**config.mk**
```make
export PLATFORM = sky130hd
export DESIGN_NAME = eii_ext_irq
export DESIGN_NICKNAME = d
export VERILOG_FILES = /design/src/rtl/eii_pkg.sv /design/src/rtl/eii_ext_irq.sv
export SDC_FILE = /design/constraint.sdc
export NUM_CORES = 1
export LEC_CHECK = 0
export BUFFER_PORTS_ARGS = -buffer_cell sky130_fd_sc_hd__buf_2
export CORE_AREA = 2 2 39 41
export CTS_BUF_LIST = sky130_fd_sc_hd__clkbuf_4
export CTS_CLUSTER_SIZE = 40
export DETAILED_ROUTE_END_ITERATION = 7
export DIE_AREA = 0 0 41 43
export GPL_ROUTABILITY_DRIVEN = 0
export HOLD_SLACK_MARGIN = 0.02
export PLACE_DENSITY_LB_ADDON = 0.15
export SLEW_MARGIN = 30
export SYNTH_ARGS = -nofsm -noshare
export SYNTH_HDL_FRONTEND = slang
export SYNTH_SLANG_ARGS = --single-unit
```
**constraint.sdc**
```tcl
create_clock -name clk_sys -period 3.43 [get_ports clk_sys]
set_clock_uncertainty 0.15 [all_clocks]
set_input_delay 0.5145 -clock clk_sys [delete_from_list [all_inputs] [get_ports clk_sys]]
set_output_delay 0.5145 -clock clk_sys [all_outputs]
set_load 0.02 [all_outputs]
```
**src/rtl/eii_pkg.sv**
```systemverilog
// eii_pkg: constants for the external interrupt input block
// assumes a 125 MHz core clock; one machine cycle is six core clocks
package eii_pkg;
  localparam int unsigned CLK_PERIOD_NS = 8;
  localparam int unsigned CLKS_PER_MCYCLE = 6;
  localparam logic [2:0] PHASE_LAST = 3'(CLKS_PER_MCYCLE - 1);
  localparam logic [2:0] PHASE_RESET = 3'h0;
  localparam logic PIN_RESET = 1'h1;
  localparam logic TRIG_LEVEL = 1'h0;
  localparam logic TRIG_EDGE = 1'h1;
  // least stable time of a pin level, in core clocks
  localparam int unsigned PIN_HOLD_CLKS = 6;
endpackage

```
**src/rtl/eii_ext_irq.sv**
```systemverilog
// eii_ext_irq: external interrupt request pin detector with wake output
// assumes ext_request_pin is asynchronous; cpu strobes come from clk_sys logic
`timescale 1ns/1ps
`default_nettype none

// Overview of operation
// - trigger bit 0: low level on pin raises the request
// - trigger bit 1: request becomes edge triggered
// - edge mode: high sample then low sample sets the flag
// - pin sampled once per machine cycle
// - edge mode: flag cleared when cpu vectors to the handler
// - level mode: still-low pin after handler gives another interrupt
// - level mode: flag follows the pin, no software clear
// - enabled request wakes processor from idle or power down
// - power down wake needs enable and priority above current service
module eii_ext_irq (
  input wire logic clk_sys,
  input wire logic reset,
  input wire logic ext_request_pin,
  input wire logic trigger_type_select,
  input wire logic irqEnable,
  input wire logic priorityAbove,
  input wire logic idleMode,
  input wire logic powerDownMode,
  input wire logic vectorAck,
  input wire logic flagClearWr,
  output logic ext_request_flag,
  output logic wakeUp
);
  typedef struct packed {
    logic pinMeta;
    logic pinSync;
    logic [2:0] phase;
    logic sampleNow;
    logic flag;
    logic wake;
  } eii_state_t;

  eii_state_t st;
  eii_state_t next_st;
  logic fallSeen;
  logic edgeMode;
  logic clearReq;

  always_comb begin
    next_st = st;
    fallSeen = 1'h0;
    edgeMode = (trigger_type_select == eii_pkg::TRIG_EDGE);
    clearReq = vectorAck | flagClearWr;
    next_st.pinMeta = ext_request_pin;
    next_st.pinSync = st.pinMeta;
    // machine cycle phase counter
    if (st.phase == eii_pkg::PHASE_LAST) begin
      next_st.phase = eii_pkg::PHASE_RESET;
      next_st.sampleNow = st.pinSync;
      fallSeen = st.sampleNow & ~st.pinSync;
    end else begin
      next_st.phase = st.phase + 3'h1;
    end
    if (edgeMode) begin
      // set wins over clear
      if (fallSeen) begin
        next_st.flag = 1'h1;
      end else if (clearReq) begin
        next_st.flag = 1'h0;
      end
    end else begin
      // flag tracks sampled pin; stays while low so handler re-enters
      next_st.flag = ~next_st.sampleNow;
    end
    next_st.wake = next_st.flag & irqEnable & (idleMode |
      (powerDownMode & priorityAbove));
  end

  always_ff @(posedge clk_sys) begin
    if (reset) begin
      st <= '{
        pinMeta: eii_pkg::PIN_RESET,
        pinSync: eii_pkg::PIN_RESET,
        phase: eii_pkg::PHASE_RESET,
        sampleNow: eii_pkg::PIN_RESET,
        flag: 1'h0,
        wake: 1'h0
      };
    end else begin
      st <= next_st;
    end
  end

  assign ext_request_flag = st.flag;
  assign wakeUp = st.wake;

  // sync chain and sampling
  a_sync_low: assert property (@(posedge clk_sys) disable iff (reset)
    !st.pinMeta |=> !st.pinSync)
    else $error("sync chain lost a low level");

  a_sync_high: assert property (@(posedge clk_sys) disable iff (reset)
    st.pinMeta |=> st.pinSync)
    else $error("sync chain lost a high level");

  a_phase_range: assert property (@(posedge clk_sys) disable iff (reset)
    st.phase <= eii_pkg::PHASE_LAST)
    else $error("phase counter out of range");

  a_phase_step: assert property (@(posedge clk_sys) disable iff (reset)
    (st.phase != eii_pkg::PHASE_LAST) |=> (st.phase == 3'($past(st.phase) + 3'h1)))
    else $error("phase counter skipped a step");

  a_sample_rate: assert property (@(posedge clk_sys) disable iff (reset)
    (st.phase == eii_pkg::PHASE_LAST) |=> (st.phase == eii_pkg::PHASE_RESET)
    ##5 (st.phase == eii_pkg::PHASE_LAST))
    else $error("sampling not once per machine cycle");

  a_sample_hold: assert property (@(posedge clk_sys) disable iff (reset)
    (st.phase != eii_pkg::PHASE_LAST) |=> $stable(st.sampleNow))
    else $error("pin sample changed mid machine cycle");

  a_sample_high: assert property (@(posedge clk_sys) disable iff (reset)
    (st.phase == eii_pkg::PHASE_LAST) && st.pinSync |=> st.sampleNow)
    else $error("high pin not taken at sample point");

  a_sample_low: assert property (@(posedge clk_sys) disable iff (reset)
    (st.phase == eii_pkg::PHASE_LAST) && !st.pinSync |=> !st.sampleNow)
    else $error("low pin not taken at sample point");

  a_fall_latency: assert property (@(posedge clk_sys) disable iff (reset)
    $fell(st.pinSync) |-> ##[1:6] !st.sampleNow)
    else $error("low level not sampled within a machine cycle");

  a_rise_latency: assert property (@(posedge clk_sys) disable iff (reset)
    $rose(st.pinSync) |-> ##[1:6] st.sampleNow)
    else $error("high level not sampled within a machine cycle");

  // level mode
  a_level_track: assert property (@(posedge clk_sys) disable iff (reset)
    (trigger_type_select == eii_pkg::TRIG_LEVEL) && $stable(trigger_type_select)
    |=> (st.flag == ~st.sampleNow))
    else $error("level flag not following sampled pin");

  a_level_low_sets: assert property (@(posedge clk_sys) disable iff (reset)
    (st.phase == eii_pkg::PHASE_LAST) && !st.pinSync
    && (trigger_type_select == eii_pkg::TRIG_LEVEL) ##1
    (trigger_type_select == eii_pkg::TRIG_LEVEL) |-> st.flag)
    else $error("low level did not raise request");

  a_level_high_clr: assert property (@(posedge clk_sys) disable iff (reset)
    (st.phase == eii_pkg::PHASE_LAST) && st.pinSync
    && (trigger_type_select == eii_pkg::TRIG_LEVEL) ##1
    (trigger_type_select == eii_pkg::TRIG_LEVEL) |-> !st.flag)
    else $error("high level did not drop request");

  a_level_steady: assert property (@(posedge clk_sys) disable iff (reset)
    (trigger_type_select == eii_pkg::TRIG_LEVEL) ##1
    (trigger_type_select == eii_pkg::TRIG_LEVEL) && (st.phase != eii_pkg::PHASE_LAST)
    |=> $stable(st.flag))
    else $error("level flag moved between samples");

  // edge mode
  a_edge_sets: assert property (@(posedge clk_sys) disable iff (reset)
    (st.phase == eii_pkg::PHASE_LAST) && st.sampleNow && !st.pinSync
    && (trigger_type_select == eii_pkg::TRIG_EDGE) |=> st.flag)
    else $error("falling edge did not set flag");

  a_edge_vector_clr: assert property (@(posedge clk_sys) disable iff (reset)
    (trigger_type_select == eii_pkg::TRIG_EDGE) && vectorAck
    && !(st.phase == eii_pkg::PHASE_LAST && st.sampleNow && !st.pinSync) |=> !st.flag)
    else $error("vectoring did not clear edge flag");

  a_edge_sw_clr: assert property (@(posedge clk_sys) disable iff (reset)
    (trigger_type_select == eii_pkg::TRIG_EDGE) && flagClearWr
    && !(st.phase == eii_pkg::PHASE_LAST && st.sampleNow && !st.pinSync) |=> !st.flag)
    else $error("software write did not clear edge flag");

  a_edge_sticky: assert property (@(posedge clk_sys) disable iff (reset)
    (trigger_type_select == eii_pkg::TRIG_EDGE) && st.flag && !vectorAck
    && !flagClearWr |=> st.flag)
    else $error("edge flag dropped without clear");

  a_edge_no_spur: assert property (@(posedge clk_sys) disable iff (reset)
    (trigger_type_select == eii_pkg::TRIG_EDGE) && !st.flag
    && !(st.phase == eii_pkg::PHASE_LAST && st.sampleNow && !st.pinSync) |=> !st.flag)
    else $error("edge flag set without falling edge");

  a_edge_mode_entry: assert property (@(posedge clk_sys) disable iff (reset)
    (trigger_type_select == eii_pkg::TRIG_LEVEL) ##1
    (trigger_type_select == eii_pkg::TRIG_EDGE) && !vectorAck && !flagClearWr
    && (st.phase != eii_pkg::PHASE_LAST) |=> $stable(st.flag))
    else $error("mode switch moved the request flag");

  // wake
  a_wake_idle: assert property (@(posedge clk_sys) disable iff (reset)
    st.flag && irqEnable && idleMode ##1 st.flag |-> wakeUp)
    else $error("enabled request did not wake from idle");

  a_wake_idle_only: assert property (@(posedge clk_sys) disable iff (reset)
    st.flag && irqEnable && idleMode && !priorityAbove ##1 st.flag |-> wakeUp)
    else $error("idle wake held back by priority");

  a_wake_pd_prio: assert property (@(posedge clk_sys) disable iff (reset)
    !idleMode && !priorityAbove |=> !wakeUp)
    else $error("power down wake without priority");

  a_wake_pd: assert property (@(posedge clk_sys) disable iff (reset)
    st.flag && irqEnable && powerDownMode && priorityAbove ##1 st.flag |-> wakeUp)
    else $error("enabled request did not wake from power down");

  a_wake_has_flag: assert property (@(posedge clk_sys) disable iff (reset)
    wakeUp |-> st.flag)
    else $error("wake raised without a pending request");

  a_wake_needs_en: assert property (@(posedge clk_sys) disable iff (reset)
    !irqEnable |=> !wakeUp)
    else $error("wake raised while interrupt disabled");

  a_wake_no_mode: assert property (@(posedge clk_sys) disable iff (reset)
    !idleMode && !powerDownMode |=> !wakeUp)
    else $error("wake raised outside idle and power down");
endmodule
`default_nettype wire

```
# Word-level counts from Yosys, hierarchy flattened
# Cells that the tools add are included.
# word_totals
regBits	8
latchBits	0
ramBits	0
romBits	0
in_bits	10
output_inout_bits	2
wordCells	22
n_memories	0
# op_classes
addsub	1
multipliers	0
n_div	0
n_lt_le_gt_ge	0
n_eq_ne	1
shift	0
muxes	5
n_bitwise	8
n_reduce_logical	1
# ops
cell	n
1-bit 2-to-1 mux	5
1-bit bitwise AND	4
3-bit by 1-bit adder with 3-bit output (second input constant)	1
3-bit equality test (second input constant)	1
1-bit NOT	2
1-bit bitwise OR	2
2-bit OR reduction	1

# Logic depth before layout (Yosys ltp)
# depth
word_depth	7
depth_mapped	5
mapped_depth_nobuf	5

# Least setup slack after synthesis
# OpenSTA, ideal clock, no wires.
# synth_timing
path_type	input port to flip-flop
from	input port vectorAck
to	register st, in the netlist wakeUp
setup_time_ps	87
arrival_time_ps	1076
t_required_ps	3193
setup_slack_ps	2117
stages	3
path_buffers	0
path_cell_list	and4bb_2 a31oi_4 nor4b_2
# synth_via
elab_chain_cells	6
# synth_rtl
element	line_no	rtl
from (decl)	eii_ext_irq.sv:25	input wire logic vectorAck,
1-bit bitwise OR	eii_ext_irq.sv:49	clearReq = vectorAck | flagClearWr;
1-bit 2-to-1 mux	eii_ext_irq.sv:64	end else if (clearReq) begin
1-bit 2-to-1 mux	eii_ext_irq.sv:62	if (fallSeen) begin
1-bit 2-to-1 mux	eii_ext_irq.sv:60	if (edgeMode) begin
1-bit bitwise AND (2 in a row)	eii_ext_irq.sv:71	next_st.wake = next_st.flag & irqEnable & (idleMode |
to (signal assigned)	eii_ext_irq.sv:77	st <= '{
to (signal assigned)	eii_ext_irq.sv:86	st <= next_st;
to (decl)	eii_ext_irq.sv:39	eii_state_t st;
# Every way passes these cells.
# A chain may end at the register's enable or synchronous reset.

# Final worst setup path
# layout_timing
from	register st, in the netlist ext_request_flag
to	output port ext_request_flag
# layout_lines
element	line_no	rtl
to (decl)	eii_ext_irq.sv:27	output logic ext_request_flag,
# No word-level cell between the ends.

==> impl_metrics.tcl <==
set metrics [dict create \
    status "finished clean" \
    fmax_mhz 725.1 \
    fp.dieW_um 41 \
    fin_cells 59 \
    finalSetupViolCount 0 \
    cp.arrival_ps 710 \
    grt_pass1_vias 260 \
    rsz0062_at_grt "false" \
    swShare 0.2179 \
    dr.first_iter.drc_count 1 \
    placedInstanceArea_um2 405.4 \
    overflow 0 \
    crit_fanout 2 \
    final_core_util 0.3092 \
    place_ws_ps 1961 \
    hp-class "register to register" \
    io_buffer_count 11 \
    synth.distinct_cells 15 \
    drtPass1Iterations 2 \
    cts_resized 0 \
    grt_first_pass_wirelength_mm 1.007 \
    syn-instance-count 29 \
    grt_usage 0.09063 \
    hold_viol 0 \
    start_util 0.2387 \
    drt.antenna.violating_nets 0 \
    start_kind "register" \
    fin_area_um2 427.9 \
    post-dp-hpwl_um 488.5 \
    cts_max_path_buffers 2 \
    synth_top_area_frac 0.4848 \
    cts_setup_buffers 0 \
    grt_max_degree 8 \
    maxCapViolations 0 \
    whs_ps 258.4 \
    die_area_um2 1763 \
    r2r-start "st[4]$_SDFF_PP0_" \
    synth_nets 41 \
    netlist_top_cells_area "dfxtp_1 (48%), ha_1 (7.6%), a31oi_4 (6.4%)" \
    reg2reg_slack_ps 2080 \
    path_clk_slew_ps 50 \
    grt_use_met3 0.06283 \
    final.min_clock_period_ps 1379 \
    cp.buffers_inverters 1 \
    nNetsFinal 57 \
    hold_path.startpoint "next_st[6]$_SDFF_PP1_" \
    r2r-end "wakeUp$_SDFF_PP0_" \
    p_sw_mw 0.04143 \
    post_drt_wl_per_cell_um 9.949 \
    insertion_delay_ps 250 \
    setup_ws_ps 2051 \
    nFillCells 145 \
    leakagePower_nw 0.1883 \
    power_frac_clock 0.366 \
    startpoint "ext_request_flag$_SDFF_PP0_" \
    cp_cell_sequence "buf_2" \
    grt_use_met1 0.09091 \
    busiest_layer "met2" \
    ioPinCount 12 \
    p_int_mw 0.1487 \
    power_density_nw_per_um2 444.2 \
    antenna_found_initial 0 \
    numCtsBuffers 3 \
    h-tree-depth 1 \
    layout-drive-gt1-share 0.4884 \
    vdd_drop_max_v 0.0001578 \
    rr_worst_depth 5 \
    cp_slowest_cell "dfxtp_1" \
    synth_area_um2 330.3 \
    avgSynthCellArea_um2 11.39 \
    relSlewSlack 0.8792 \
    rows 14 \
    synth.largest_area_cell "dfxtp_1" \
    fin_tns_setup_ps 0 \
    drc_errors 0 \
    slew_violations 0 \
    viasPerCell 4.322 \
    coreArea_um2 1384 \
    ys_seq_area_frac 0.4848 \
    crit_end "ext_request_flag" \
    area_growth_pct 29.55 \
    cp_slowest_stage_delay_ps 310 \
    path_delay_family "flip-flops" \
    dpl.cell_count 56 \
    p_total_mw 0.1901 \
    gr-usage-met2 0.1375 \
    p_comb_frac 0.105 \
    cts_num_sinks 8 \
    pwr-share-seq 0.529 \
    diodes 0 \
    cp-end-kind "output port" \
    synth_warnings 0 \
    hold_buffers 0 \
    dieHeight_um 43 \
    num_vias 255 \
    period_share 0.4021 \
    crit_required_ps 2770 \
    worstSetupPathDepth 1 \
    synth-seq-cells 8 \
    cts-root-buf "clkbuf_4" \
    crit_type "register to output port" \
    wirelength_um 587 \
    tritoncts "done" \
    tightest_slew_ps 180.7 \
]
==> final cells by class <==
class	instances	area (µm²)	share of cell area
timing repair buffer	11	55.05	0.1287
multi-input combinational	19	162.7	0.3801
tap	16	20.02	0.04678
sequential	8	160.2	0.3743
clock buffer	3	22.52	0.05263
inverter	2	7.507	0.01754
==> cell usage after synthesis (all sizes together) <==
cell / number
and4bb: 1
ha: 2
nor2: 4
or2: 2
nand3b: 1
nand2b: 1
dfxtp: 8
a21oi: 2
nand3: 1
a31oi: 1
nor4b: 1
nor3b: 1
a21o: 1
inv: 2
a21bo: 1
==> per-layer routing <==
| layer | wire length (µm) | part of all wire | vias to the layer above |
|---|---|---|---|
| met1 | 233 | 0.40 | 113 |
| li1 | - | - | 131 |
| met2 | 292 | 0.50 | 11 |
| met5 | 0 | 0 | - |
| met3 | 60 | 0.10 | 0 |
| met4 | 0 | 0 | 0 |
==> sequential cells by signal (all words and copies together) (netlist names) <==
register and cells:
ext_request_flag 1, next_st 1, st 5, wakeUp 1
==> power groups by stage <==
stage / sequential, mW / combinational, mW / clock, mW
CTS: 0.101 / 0.0204 / 0.0737
global route: 0.101 / 0.0232 / 0.0811
global placement: 0.102 / 0.0194 / 0
detailed placement: 0.103 / 0.0203 / 0
floorplan: 0.102 / 0.0117 / 0
finish: 0.101 / 0.0199 / 0.0696
==> cells in the final DEF (no fill, tap or decap) <==
cell	n
a21bo_4	1
a21o_2	1
a21oi_1	2
a31oi_4	1
and4bb_2	1
buf_2	11
clkbuf_4	3
dfxtp_1	8
ha_1	2
inv_1	2
nand2b_1	1
nand3_1	1
nand3b_1	1
nor2_1	4
nor3b_1	1
nor4b_2	1
or2_2	2
==> kinds of logic after synthesis <==
kind of cell    after synthesis  share of synthesized area
compound gates                5                     0.1705
simple gates                 12                     0.2462
flops                         8                     0.4848
buf+inv                       2                    0.02274
fa+ha+maj                     2                    0.07575
==> worst min path at each step <==
stage,depth (start not counted),to
floorplan,1,st[6]$_SDFF_PP1_
global placement,1,st[6]$_SDFF_PP1_
detailed placement,1,st[6]$_SDFF_PP1_
CTS,1,st[6]$_SDFF_PP1_
global route,1,st[6]$_SDFF_PP1_
finish,1,st[6]$_SDFF_PP1_
(Power assumes the default switching activity.)
